--- src/inc/sod_pkg.sv ---
// Operation
// Order bit 0 raises an interrupt request
// Count done leads to order-in reporting channel end
// Chain bit read only after channel end
// Chain clear after channel end returns ready
// Pending interrupt refuses start until acknowledged
// Chain set fetches next command by order-out
// Processor halt reports abnormal end via order-in
// Order bits above 3 carry no meaning
// Dummy order accepted, not counted as data
// Without chaining, each operation ends at ready
// Eight-bit multiplexer serves up to 32 controllers
// Wide multiplexer serves up to 24 controllers
// Selector processor keeps one controller busy
// After abnormal end, ready on order strobe
// Halt in order-in order goes straight ready
// Order byte captured, bits decoded same cycle
package sod_pkg;

	// Service order bit positions
	localparam int ORD_INTR_BIT  = 0;
	localparam int ORD_DONE_BIT  = 1;
	localparam int ORD_CHAIN_BIT = 2;
	localparam int ORD_HALT_BIT  = 3;
	localparam int ORDER_W       = 8;
	localparam int CNT_W         = 16;

	// Register offsets, byte addresses on the plain port
	localparam logic [7:0] OFF_CTRL   = 8'h00;
	localparam logic [7:0] OFF_STATE  = 8'h04;
	localparam logic [7:0] OFF_EVENTS = 8'h08;
	localparam logic [7:0] OFF_MASK   = 8'h0C;
	localparam logic [7:0] OFF_COUNT  = 8'h10;

	// Control register fields
	localparam int CTRL_ENABLE_BIT = 0;
	localparam int CTRL_ABORT_BIT  = 1;

	// Event bits, shared by status and mask
	localparam int EV_W         = 6;
	localparam int EV_START_OK  = 0;
	localparam int EV_START_NO  = 1;
	localparam int EV_CHANNEL_END_FLAG     = 2;
	localparam int EV_ABNORMAL_END_FLAG      = 3;
	localparam int EV_READY     = 4;
	localparam int EV_INTR      = 5;

	// Values after reset
	localparam logic [EV_W-1:0] RST_MASK   = 6'h00;
	localparam logic            RST_ENABLE = 1'b1;

	// Controller sequence
	typedef enum logic [2:0] {
		ST_READY,
		ST_FETCH,
		ST_DATA,
		ST_CHANNEL_END_FLAG,
		ST_ABNORMAL_END_FLAG
	} state_e;

	// Kind of service cycle requested
	typedef enum logic [1:0] {
		SVC_NONE,
		SVC_ORDER_OUT,
		SVC_ORDER_IN,
		SVC_DATA
	} svc_kind_e;

	// Request towards the io_processor
	typedef struct packed {
		logic      req;
		svc_kind_e kind;
		logic      channel_end_flag;
		logic      abnormal_end_flag;
	} svc_s;

	// Service order from the io_processor
	typedef struct packed {
		logic               valid;
		logic [ORDER_W-1:0] service_order_byte;
		logic               xfer;
	} order_s;

	// Plain register port from software
	typedef struct packed {
		logic [7:0]  addr;
		logic [31:0] wdata;
		logic        wr;
		logic        rd;
	} reg_req_s;

endpackage

--- src/logic/event_irq.sv ---
`timescale 1ns/1ps
// Sticky event status with mask and one level interrupt
module event_irq
	import sod_pkg::*;
(
	input  wire logic            core_clk,
	input  wire logic            srst,
	input  wire logic [EV_W-1:0] ev_set,
	input  wire logic            status_wr,
	input  wire logic            mask_wr,
	input  wire logic [EV_W-1:0] wdata,
	output logic      [EV_W-1:0] status,
	output logic      [EV_W-1:0] mask,
	output logic                 irq
);

	// All state of this module
	typedef struct packed {
		logic [EV_W-1:0] status;
		logic [EV_W-1:0] mask;
	} irq_s;

	irq_s q;   // Registered state
	irq_s d;   // Next state

	// Set wins over a write-one clear in the same cycle
	always_comb begin
		d = q;
		if (status_wr) begin
			d.status = q.status & ~wdata;
		end
		d.status = d.status | ev_set;
		if (mask_wr) begin
			d.mask = wdata;
		end
	end

	// State register
	always_ff @(posedge core_clk) begin
		if (srst) begin
			q.status <= '0;
			q.mask   <= RST_MASK;
		end else begin
			q <= d;
		end
	end

	assign status = q.status;
	assign mask   = q.mask;
	assign irq    = |(q.status & q.mask);
endmodule

--- src/logic/service_order_decoder.sv ---
// Local design decisions: the placing of the registers and strobed register access.
`timescale 1ns/1ps
// Device controller sequencer driven by the io_processor's service orders
module service_order_decoder
	import sod_pkg::*;
(
	input  wire logic        core_clk,
	input  wire logic        srst,
	input  wire order_s      order,
	output svc_s             svc,
	input  wire logic        start_instruction,
	input  wire logic        halt_instruction,
	input  wire logic        interrupt_ack_instruction,
	output logic             start_accepted,
	output logic             start_refused,
	output logic             device_int_req,
	output logic             device_busy,
	input  wire reg_req_s    reg_req,
	output logic [31:0]      reg_rdata,
	output logic             irq
);

	// All controller state
	typedef struct packed {
		state_e             st;
		logic               int_pend;
		logic [ORDER_W-1:0] last_order;
		logic [CNT_W-1:0]   xfer_cnt;
		logic               enable;
		logic               start_ok;
		logic               start_no;
		logic [31:0]        rdata;
	} ctl_s;

	ctl_s q;                     // Registered state
	ctl_s d;                     // Next state
	logic [EV_W-1:0] ev;         // Events this cycle
	logic [EV_W-1:0] ev_status;  // Sticky events, for readback
	logic [EV_W-1:0] ev_mask;    // Mask, for readback
	logic            ord_intr;   // Decoded order bits
	logic            ord_done;
	logic            ord_chain;
	logic            ord_halt;
	logic            wr_ctrl;    // Write decodes
	logic            wr_events;
	logic            wr_mask;

	// One bit of the service order
	function automatic logic ord_bit(input logic [ORDER_W-1:0] b, input int pos);
		ord_bit = b[pos];
	endfunction

	// Busy states, where an abort has something to end
	function automatic logic is_busy(input state_e s);
		is_busy = (s == ST_FETCH) || (s == ST_DATA) || (s == ST_CHANNEL_END_FLAG);
	endfunction

	// Only bits 0 to 3 are decoded; upper bits never looked at
	assign ord_intr  = order.valid && ord_bit(order.service_order_byte, ORD_INTR_BIT);
	assign ord_done  = order.valid && ord_bit(order.service_order_byte, ORD_DONE_BIT);
	assign ord_chain = order.valid && ord_bit(order.service_order_byte, ORD_CHAIN_BIT);
	assign ord_halt  = order.valid && ord_bit(order.service_order_byte, ORD_HALT_BIT);

	// Register write strobes
	assign wr_ctrl   = reg_req.wr && (reg_req.addr == OFF_CTRL);
	assign wr_events = reg_req.wr && (reg_req.addr == OFF_EVENTS);
	assign wr_mask   = reg_req.wr && (reg_req.addr == OFF_MASK);

	// Next-state logic: halt instruction, then orders, then starts
	always_comb begin
		d          = q;
		ev         = '0;
		d.start_ok = 1'b0;
		d.start_no = 1'b0;

		// Order byte kept once per service cycle
		if (order.valid) begin
			d.last_order = order.service_order_byte;
		end

		// Interrupt bit changes nothing else by itself
		if (ord_intr) begin
			d.int_pend = 1'b1;
			ev[EV_INTR] = 1'b1;
		end

		// Dummy orders move no data, so only real bytes count
		if (order.valid && order.xfer && (q.st == ST_DATA)) begin
			d.xfer_cnt = q.xfer_cnt + CNT_W'(1);
		end

		if (halt_instruction) begin
			// Halt instruction: straight to ready, pending kept
			d.st = ST_READY;
			if (q.st != ST_READY) begin
				ev[EV_READY] = 1'b1;
			end
		end else begin
			case (q.st)
				// Idle; orders here are dummies
				ST_READY: begin
					if (start_instruction) begin
						if (q.int_pend || !q.enable) begin
							d.start_no = 1'b1;
							ev[EV_START_NO] = 1'b1;
						end else begin
							d.st       = ST_FETCH;
							d.start_ok = 1'b1;
							d.xfer_cnt = '0;
							ev[EV_START_OK] = 1'b1;
						end
					end
				end
				// Order-out to get the command
				ST_FETCH: begin
					if (ord_halt) begin
						d.st = ST_ABNORMAL_END_FLAG;
					end else if (order.valid) begin
						d.st = ST_DATA;
					end
				end
				// Data service cycles
				ST_DATA: begin
					if (ord_halt) begin
						d.st = ST_ABNORMAL_END_FLAG;
					end else if (ord_done) begin
						d.st = ST_CHANNEL_END_FLAG;
					end
				end
				// Order-in reporting channel end; its order is inspected for chaining
				ST_CHANNEL_END_FLAG: begin
					if (order.valid) begin
						ev[EV_CHANNEL_END_FLAG] = 1'b1;
						if (ord_halt) begin
							d.st = ST_READY;
							ev[EV_READY] = 1'b1;
						end else if (ord_chain) begin
							d.st = ST_FETCH;
						end else begin
							d.st = ST_READY;
							ev[EV_READY] = 1'b1;
						end
					end
				end
				// Order-in reporting abnormal end; the order's strobe ends it
				ST_ABNORMAL_END_FLAG: begin
					if (order.valid) begin
						d.st = ST_READY;
						ev[EV_ABNORMAL_END_FLAG]  = 1'b1;
						ev[EV_READY] = 1'b1;
					end
				end
				default: begin
					d.st = ST_READY;
				end
			endcase
			// Software abort ends a busy operation with abnormal end
			if (wr_ctrl && reg_req.wdata[CTRL_ABORT_BIT] && is_busy(q.st) && !order.valid) begin
				d.st = ST_ABNORMAL_END_FLAG;
			end
		end

		// Acknowledge clears; a new interrupt bit in the same cycle wins
		if (interrupt_ack_instruction && !ord_intr) begin
			d.int_pend = 1'b0;
		end

		// Control register
		if (wr_ctrl) begin
			d.enable = reg_req.wdata[CTRL_ENABLE_BIT];
		end

		// Read data, valid in the cycle after the strobe only
		d.rdata = '0;
		if (reg_req.rd) begin
			case (reg_req.addr)
				OFF_CTRL:   d.rdata = {31'h0, q.enable};
				OFF_STATE:  d.rdata = {20'h0, q.last_order, q.int_pend, q.st};
				OFF_EVENTS: d.rdata = {26'h0, ev_status};
				OFF_MASK:   d.rdata = {26'h0, ev_mask};
				OFF_COUNT:  d.rdata = {16'h0, q.xfer_cnt};
				default:    d.rdata = 32'h0;
			endcase
		end
	end

	// State register
	always_ff @(posedge core_clk) begin
		if (srst) begin
			q.st         <= ST_READY;
			q.int_pend   <= 1'b0;
			q.last_order <= '0;
			q.xfer_cnt   <= '0;
			q.enable     <= RST_ENABLE;
			q.start_ok   <= 1'b0;
			q.start_no   <= 1'b0;
			q.rdata      <= '0;
		end else begin
			q <= d;
		end
	end

	// Service request follows the state; none while ready
	always_comb begin
		svc = '{req: 1'b0, kind: SVC_NONE, channel_end_flag: 1'b0, abnormal_end_flag: 1'b0};
		case (q.st)
			ST_FETCH: begin
				svc.req  = 1'b1;
				svc.kind = SVC_ORDER_OUT;
			end
			ST_DATA: begin
				svc.req  = 1'b1;
				svc.kind = SVC_DATA;
			end
			ST_CHANNEL_END_FLAG: begin
				svc.req              = 1'b1;
				svc.kind             = SVC_ORDER_IN;
				svc.channel_end_flag = 1'b1;
			end
			ST_ABNORMAL_END_FLAG: begin
				// Channel end set too, for consistency
				svc.req               = 1'b1;
				svc.kind              = SVC_ORDER_IN;
				svc.channel_end_flag  = 1'b1;
				svc.abnormal_end_flag = 1'b1;
			end
			default: begin
				svc.req = 1'b0;
			end
		endcase
	end

	// Interrupt request runs beside any order-out request
	assign device_int_req = q.int_pend;
	assign device_busy    = q.st != ST_READY;
	assign start_accepted = q.start_ok;
	assign start_refused  = q.start_no;
	assign reg_rdata      = q.rdata;

	// Sticky event status, mask and interrupt line
	event_irq u_irq (
		.core_clk  (core_clk),
		.srst      (srst),
		.ev_set    (ev),
		.status_wr (wr_events),
		.mask_wr   (wr_mask),
		.wdata     (reg_req.wdata[EV_W-1:0]),
		.status    (ev_status),
		.mask      (ev_mask),
		.irq       (irq)
	);
endmodule

--- config.mk ---
export PLATFORM = sky130hd
export DESIGN_NAME = service_order_decoder
export DESIGN_NICKNAME = d
export VERILOG_FILES = /design/src/inc/sod_pkg.sv /design/src/logic/event_irq.sv /design/src/logic/service_order_decoder.sv
export SDC_FILE = /design/constraint.sdc
export NUM_CORES = 1
export LEC_CHECK = 0
export ABC_AREA = 1
export BUFFER_PORTS_ARGS = -buffer_cell sky130_fd_sc_hd__buf_2
export CORE_MARGIN = 2
export CORE_UTILIZATION = 55
export CTS_CLUSTER_DIAMETER = 200
export CTS_CLUSTER_SIZE = 12
export DETAILED_ROUTE_END_ITERATION = 16
export GPL_TIMING_DRIVEN = 0
export PLACE_DENSITY = 0.95
export REMOVE_ABC_BUFFERS = 1
export SYNTH_ARGS = -nofsm -noshare
export SYNTH_HDL_FRONTEND = slang
export SYNTH_SLANG_ARGS = --single-unit
--- constraint.sdc ---
create_clock -name core_clk -period 3.3 [get_ports core_clk]
set_input_delay 0.66 -clock core_clk [delete_from_list [all_inputs] [get_ports core_clk]]
set_output_delay 0.66 -clock core_clk [all_outputs]
set_load 0.02 [all_outputs]
Word-level counts from Yosys, hierarchy flattened --
Cells that the tools add are included.
Operators by class: add/sub/neg operators 1, bitwise gates (word level) 7, shifts and indexed selects 0, divide/modulo/power cells 0, $mul 0, multiplexer cells 39, eq/ne operators 20, $lt $le $gt $ge 0, reductions and logical operators 32
Operators with widths (number):
- $mux W16 | 5
- $pmux W16 S5 | 1
- $mux W3 | 10
- $add A16 B1 Y16 const B | 1
- $eq A8 B4 Y1 const B | 2
- $mux W1 | 15
- $ne A3 B3 Y1 const B | 5
- $pmux W3 S5 | 1
- $logic_and A1 B1 Y1 | 13
- $and A6 B6 Y6 | 2
- $reduce_and A6 Y1 | 2
- $eq A8 B3 Y1 const B | 1
- $eq A8 B5 Y1 const B | 1
- $logic_not A8 Y1 | 1
- $ne A2 B2 Y1 const B | 4
- $ne A4 B3 Y1 const B | 2
- $reduce_or A2 Y1 | 4
- $reduce_or A4 Y1 | 2
- $eq A3 B2 Y1 const B | 2
- $mux W2 | 3
- $mux W6 | 1
- $not A6 Y6 | 1
- $or A6 B6 Y6 | 1
- $pmux W2 S3 | 1
- other kinds (12) | 18
Word-level totals: word-level logic and storage cells 110, ROM bits 0, memories kept 0, output and inout port bits 42, bits in registers 75, bits in latches 0, bits of input ports 57, RAM bits 0

Logic depth before layout (Yosys ltp) --
Gate-level depths: netlist of run 1.
depth in word-level cells 7, mapped depth 10, gate-level depth less buffers 10

Modules after synthesis --
From an unflattened synthesis of run 1, not the netlist that was laid out.
Second synthesis, totals: cell total of the unflattened synthesis 453, area total of the unflattened synthesis 3189.3 µm²
By module, submodules not included:
- service_order_decoder | times used 1, cells each 385, area each 2722.6 µm², seq. area each 940.9 µm²
- event_irq | times used 1, cells each 68, area each 466.7 µm², seq. area each 240.2 µm²

Worst setup path after synthesis of run 1 --
OpenSTA, ideal clock, no wires.
path kind reg-to-output, start register q[62] (netlist bit), end output port svc[3] (netlist bit), path buffers 0, required time 2.640 ns, arrival time 1.234 ns, slack 1.406 ns, stages on the path, launching flop included 5, cell sequence dfxtp_1 > inv_1 > nor2_1 > inv_1 > nand3_1
RTL lines:
- start: declaration | line service_order_decoder.sv:35 | ctl_s q;
- end: declaration | line service_order_decoder.sv:10 | output svc_s svc,

==> impl_metrics.py, run 1 <==
metrics = {
    "worst_setup_path": {
        "critPathCaptureType": "output pin",
        "setup.worst_path.class": "flop to output pin",
        "cp-start-kind": "flop",
        "cpMaxStageDelayCell": "dfxtp_1",
        "critPathMaxStageDelay_ns": 0.44,
        "crit_top_cell": "inv_1",
        "crit_chain": "inv_1 -> nor2_1 -> inv_1 -> nand3_1 -> buf_2",
        "arrival_ns": 1.59,
        "worstPathMaxFanout": 4,
        "cp.required_ns": 2.64,
    },
    "global_routing": {
        "antenna_found_initial": 0,
        "grt_start_max_net_pins": 17,
        "grt_pass1_wl_um": 12320,
        "grt_pass1_vias": 2691,
        "grt_use_total": 0.2507,
        "grt.overflow.total": 0,
    },
    "logic_synthesis": {
        "ys.flop_type": "dfxtp_1",
        "synthCells": 455,
        "ys_types": 34,
        "syn_avg_cell_area_um2": 6.861,
        "synth_edf_count": 0,
        "synthesis.area_um2": 3122,
        "seq_area_frac_synth": 0.3784,
        "yosysWarnings": 0,
        "ys_ff_latch": 59,
        "async_reset_ff_frac": 0,
    },
    "finish": {
        "final_layout_size_suffix_gt1_frac": 0.1740,
        "seq_area_um2": 1181,
        "multi_input_comb_area_um2": 1504,
        "area_growth_pct": 10.46,
        "final_cell_mix": "99 x nand2_1, 62 x nor2_1, 59 x dfxtp_1",
        "layout.nets": 553,
        "final_common_cell": "nand2_1",
        "n_antenna_cell": 0,
        "nFillCells": 457,
    },
    "die": {
        "die-area_um2": 6295,
        "die_h_um": 79.34,
        "io_pins": 99,
        "core_region_area_um2": 5507,
        "die_w_um": 79.34,
        "start_util": 0.5669,
        "placementRows": 27,
    },
    "timing": {
        "setup_viol": 0,
        "rsz0062_at_grt": "false",
        "fin_setup_tns_ns": 0,
        "finalCritPeriodShare": 0.6817,
        "fmax_ghz": 0.4445,
        "fin_ws_ns": 1.050,
        "slew_violations": 0,
        "slew_headroom": 0.5219,
        "period_minus_slack_ns": 2.250,
        "hold_viol": 0,
        "tightest_slew_ns": 0.7145,
        "fin_worst_skew_ns": 0.008239,
    },
    "routing": {
        "drt-pass1-iter-count": 5,
        "wirelength_um": 7441,
        "drcViolationCount": 0,
        "m1WireLength_um": 3103,
        "drt-initial-drc-count": 356,
        "wl_met2_um": 3452,
        "wl_met3_um": 687,
        "dr.max_layer_used": "met4",
        "wl_per_cell_um": 13.01,
        "antenna_left": 0,
        "vias_per_cell": 5.283,
        "num_vias": 3022,
    },
    "placement": {
        "portBuffers": 56,
        "hpwl_um": 5499,
        "post-place-ws_ns": 1.113,
        "globalplace.congestion": 0.9138,
    },
    "cts": {
        "cts_buffer_depth": 2,
        "post_cts.repair.setup_buffers": 0,
        "clock_sinks": 59,
        "cts_tree": "yes",
        "clock_latency_ns": 0.35,
        "hold_buffers": 0,
        "clk_pin_slew_ns": 0.07,
        "ctsResizeCount": 0,
        "cts_buffers": 9,
        "h-tree-depth": 3,
        "ctsRootBufferMaster": "clkbuf_8",
    },
    "power": {
        "power_density_nw_per_um2": 446.1,
        "irDropWorstVdd_v": 0.0003199,
        "leakagePower_uw": 0.001548,
    },
    "job": {
        "cap_violations": 0,
    },
    "run_status": {
        "status": "completed",
    },
    "hold_path": {
        "min_path_type": "flop to flop",
    },
}
## Yosys cell counts, types with 4 or more instances
| cell | number | share of area |
|---|---|---|
| a21oi_1 | 25 | 0.040 |
| buf_2 | 4 | 0.0064 |
| buf_4 | 33 | 0.079 |
| clkbuf_1 | 4 | 0.0048 |
| dfxtp_1 | 59 | 0.38 |
| inv_1 | 51 | 0.061 |
| nand2_1 | 99 | 0.12 |
| nand3_1 | 43 | 0.069 |
| nand4_1 | 5 | 0.010 |
| nor2_1 | 62 | 0.075 |
| nor3_1 | 9 | 0.014 |
| o21ai_0 | 26 | 0.042 |
## cell type report
cell class | instances | share of cell area
Clock buffer | 11 | 0.04100
Tap cell | 72 | 0.02612
Multi-Input combinational cell | 316 | 0.4361
Clock inverter | 5 | 0.01524
Inverter | 53 | 0.05769
Timing Repair Buffer | 56 | 0.08128
Sequential cell | 59 | 0.3425
## stage by stage
stage | util | cell area [µm²] | total power, µW | hold WS [ns] | instances
6_report | 0.6262 | 3448 | 1538 | 0.4710 | 572
2_1_floorplan | - | 2884 | 844.9 | 0.4349 | 428
4_1_cts | 0.6262 | 3448 | 1536 | 0.4724 | 572
3_3_place_gp | 0.5910 | 3254 | 895.8 | 0.4511 | 556
3_5_place_dp | 0.5910 | 3254 | 900.9 | 0.4609 | 556
5_1_grt | 0.6262 | 3448 | 1587 | 0.4898 | 572
## routing by layer
layer,up-vias,track usage
li1,1484,-
met1,1332,0.3338
met2,183,0.3932
met3,23,0.03977
met4,0,0.1276
met5,-,0
## sequential cells by signal (all words and copies together), names as in the netlist
name            cells
u_irq.status        6
q                  28
reg_rdata          16
start_refused       1
device_int_req      1
u_irq.mask          6
start_accepted      1
## worst max-delay path: cells and delay by family, from the launching register on
kind / cells / cell delay, ns
AND/OR/NAND/NOR: 2 / 0.39
flip-flops: 1 / 0.44
buffers and inverters: 3 / 0.42
## cell families (layout without fill, tap and decap cells)
| logic type | Yosys count | after routing | share of synthesized area |
|---|---|---|---|
| AOI/OAI and AO/OA | 60 | 60 | 0.1026 |
| xor gates and xnor gates | 4 | 4 | 0.01122 |
| adders and majority gates | 1 | 1 | 0.004007 |
| buffers and inverters | 95 | 125 | 0.1579 |
| DFF | 59 | 59 | 0.3784 |
| other | 1 | 16 | 0.001201 |
| and+or+nand+nor | 235 | 235 | 0.3447 |
## path summary, 6_finish.rpt
path	start	to	slack (ns)	depth (start not counted)
worst max-delay path	q[62]$_SDFFE_PP0P_	svc[3]	1.05	5
worst min-delay path	q[51]$_SDFFE_PP0P_	q[51]$_SDFFE_PP0P_	0.47	2
worst max register to register	q[61]$_SDFFE_PP0P_	q[45]$_SDFF_PP0_	1.51	8
worst min register to register	q[51]$_SDFFE_PP0P_	q[51]$_SDFFE_PP0P_	0.47	2
## power breakdown
part | internal [µW] | switching (µW)
logic | 44.3 | 107
clock network | 365 | 285
registers | 726 | 11.5
total | 1130 | 403
No activity file was read; power rests on OpenSTA's default activity.
==> run 2, diff against run 1 <==
--- a/config.mk
+++ b/config.mk
@@ -8,12 +8,12 @@
 export ABC_AREA = 1
 export BUFFER_PORTS_ARGS = -buffer_cell sky130_fd_sc_hd__buf_2
 export CORE_MARGIN = 2
-export CORE_UTILIZATION = 55
+export CORE_UTILIZATION = 46
 export CTS_CLUSTER_DIAMETER = 200
 export CTS_CLUSTER_SIZE = 12
 export DETAILED_ROUTE_END_ITERATION = 16
 export GPL_TIMING_DRIVEN = 0
-export PLACE_DENSITY = 0.95
+export PLACE_DENSITY = 0.86
 export REMOVE_ABC_BUFFERS = 1
 export SYNTH_ARGS = -nofsm -noshare
 export SYNTH_HDL_FRONTEND = slang
==> constraint.sdc (replaced) <==
create_clock -name core_clk -period 1.97 [get_ports core_clk]
set_input_delay 0.394 -clock core_clk [delete_from_list [all_inputs] [get_ports core_clk]]
set_output_delay 0.394 -clock core_clk [all_outputs]
set_load 0.02 [all_outputs]
==> impl_metrics.py, run 2 (synthesized netlist as in run 1, its figures left out) <==
metrics = {
    "worst_setup_path": {
        "cp.required_ns": 1.58,
        "critPathTopFamily": "flip-flops",
        "r2r-start": "q[61]$_SDFFE_PP0P_",
        "r2r_cells": 8,
        "arrival_ns": 1.48,
        "worstPathMaxFanout": 5,
        "reg2reg_to": "q[45]$_SDFF_PP0_",
        "crit_cells": 6,
        "critPathMaxStageDelay_ns": 0.38,
        "crit_buf_inv": 3,
        "critPathCaptureType": "output pin",
        "setup.worst_path.end": "svc[4]",
        "setup.worst_path.class": "flop to output pin",
        "cpMaxStageDelayCell": "dfxtp_1",
        "startpoint": "q[61]$_SDFFE_PP0P_",
        "crit_chain": "inv_2 -> nand2_1 -> nor2_2 -> inv_1 -> nand3_1 -> buf_2",
        "r2r_slack_ns": 0.27,
        "cp-start-kind": "flop",
    },
    "timing": {
        "slew_headroom": 0.5150,
        "setup_viol": 0,
        "tightest_slew_ns": 0.7248,
        "fin_worst_skew_ns": 0.009932,
        "hold_viol": 0,
        "fin_ws_ns": 0.09906,
        "fmax_ghz": 0.5345,
        "rsz0062_at_grt": "false",
        "hold_slack_ns": 0.2761,
        "fin_setup_tns_ns": 0,
        "slew_violations": 0,
        "finalCritPeriodShare": 0.9497,
        "period_minus_slack_ns": 1.871,
    },
    "finish": {
        "layout.cells.non_filler": 580,
        "final_cell_mix": "98 x nand2_1, 61 x nor2_1, 59 x dfxtp_1",
        "final_common_cell": "nand2_1",
        "regMostFlops": "q",
        "final_layout_size_suffix_gt1_frac": 0.1800,
        "layout.nets": 553,
        "n_antenna_cell": 0,
        "largest_reg_flops": 28,
        "design_area_um2": 3501,
        "area_growth_pct": 12.14,
    },
    "placement": {
        "place_area_um2": 3264,
        "dp.cells": 564,
        "globalplace.congestion": 0.8866,
        "hpwl_um": 5540,
        "post-place-ws_ns": -0.03607,
        "portBuffers": 56,
    },
    "die": {
        "io_pins": 99,
        "die_w_um": 86.38,
        "die-area_um2": 7462,
        "core_region_area_um2": 6681,
        "placementRows": 30,
        "die_h_um": 86.38,
        "start_util": 0.4672,
    },
    "cts": {
        "clock_latency_ns": 0.35,
        "h-tree-depth": 3,
        "cts_buffer_depth": 2,
        "ctsRootBufferMaster": "clkbuf_8",
        "hold_buffers": 0,
        "clock_sinks": 59,
        "clk_pin_slew_ns": 0.07,
        "cts_buffers": 9,
        "cts_tree": "yes",
    },
    "hold_path": {
        "min_path_type": "primary input to flop",
    },
    "global_routing": {
        "groute.layer.met1.usage": 0.2621,
        "antenna_found_initial": 0,
        "grtUsageMet3": 0.04476,
        "grt_start_max_net_pins": 17,
        "top_usage_layer": "met2",
        "grt_use_total": 0.1997,
        "grt_pass1_vias": 2601,
        "grt_pass1_wl_um": 11610,
        "grt.overflow.total": 0,
        "met2_usage": 0.3070,
    },
    "run_status": {
        "status": "completed",
    },
    "routing": {
        "wl_per_cell_um": 12.68,
        "num_vias": 3005,
        "drt-initial-drc-count": 209,
        "drt-pass1-iter-count": 5,
        "wirelength_um": 7354,
        "drcViolationCount": 0,
        "vias_per_cell": 5.181,
        "antenna_left": 0,
    },
    "job": {
        "cap_violations": 0,
    },
    "power": {
        "leakagePower_uw": 0.001563,
        "irDropWorstVdd_v": 0.0003600,
        "power_density_nw_per_um2": 785.9,
    },
}
run 2: changes by cell type in the layout (fill, tap and decap cells not counted), sizes merged:
cell and change:
clkinv -2, bufinv +1, clkbuf +1
run 2: routing by layer:
| metal | part of all wire | vias up |
|---|---|---|
| met3 | 0.083 | 13 |
| met2 | 0.45 | 150 |
| met1 | 0.44 | 1355 |
| met5 | 0 | - |
| met4 | 0.023 | 0 |
| li1 | - | 1487 |
run 2: layout make-up:
class	instances	area [µm²]
well taps	80	100.1
clock buffers	12	155.1
fillers	655	3181
repair buffers	56	280.3
multi-input cells	316	1513
inverters	53	198.9
clock inverters	4	72.57
flip-flops and latches	59	1181
run 2: through the flow:
stage	total power, µW	utilization
3_3_place_gp	1503	0.4886
2_1_floorplan	1415	-
5_1_grt	2840	0.5240
3_5_place_dp	1508	0.4886
6_report	2751	0.5240
4_1_cts	2764	0.5227
run 2: worst min-delay path by stage:
| stage | slack [ns] | end | from | cells after the start |
|---|---|---|---|---|
| after floorplan | 0.43 | q[55]$_SDFFE_PP0P_ | q[55]$_SDFFE_PP0P_ | 2 |
| after global placement | 0.45 | q[51]$_SDFFE_PP0P_ | q[51]$_SDFFE_PP0P_ | 2 |
| after detailed placement | 0.45 | q[51]$_SDFFE_PP0P_ | q[51]$_SDFFE_PP0P_ | 2 |
| after CTS | 0.26 | q[57]$_SDFFE_PP0P_ | order[7] | 3 |
| after global routing | 0.28 | q[57]$_SDFFE_PP0P_ | order[7] | 3 |
| final | 0.28 | q[57]$_SDFFE_PP0P_ | order[7] | 3 |
run 2: timing repair:
item	in CTS	in global routing
setup buffers	0	0
resized for setup	0	3
endpoints found under the setup margin	0	4
run 2: worst min-delay path: stages:
cell	delay [ns]
buf_2	0.07
nor2_1	0.03
nor2_1	0.09
run 2: power breakdown:
part           switching (µW)  leakage [µW]  internal, µW  total, µW
combinational             180      0.000972          75.2        255
clock                     484      0.000113           779       1260
sequential               17.6      0.000478          1220       1230
total                     682       0.00156          2070       2750
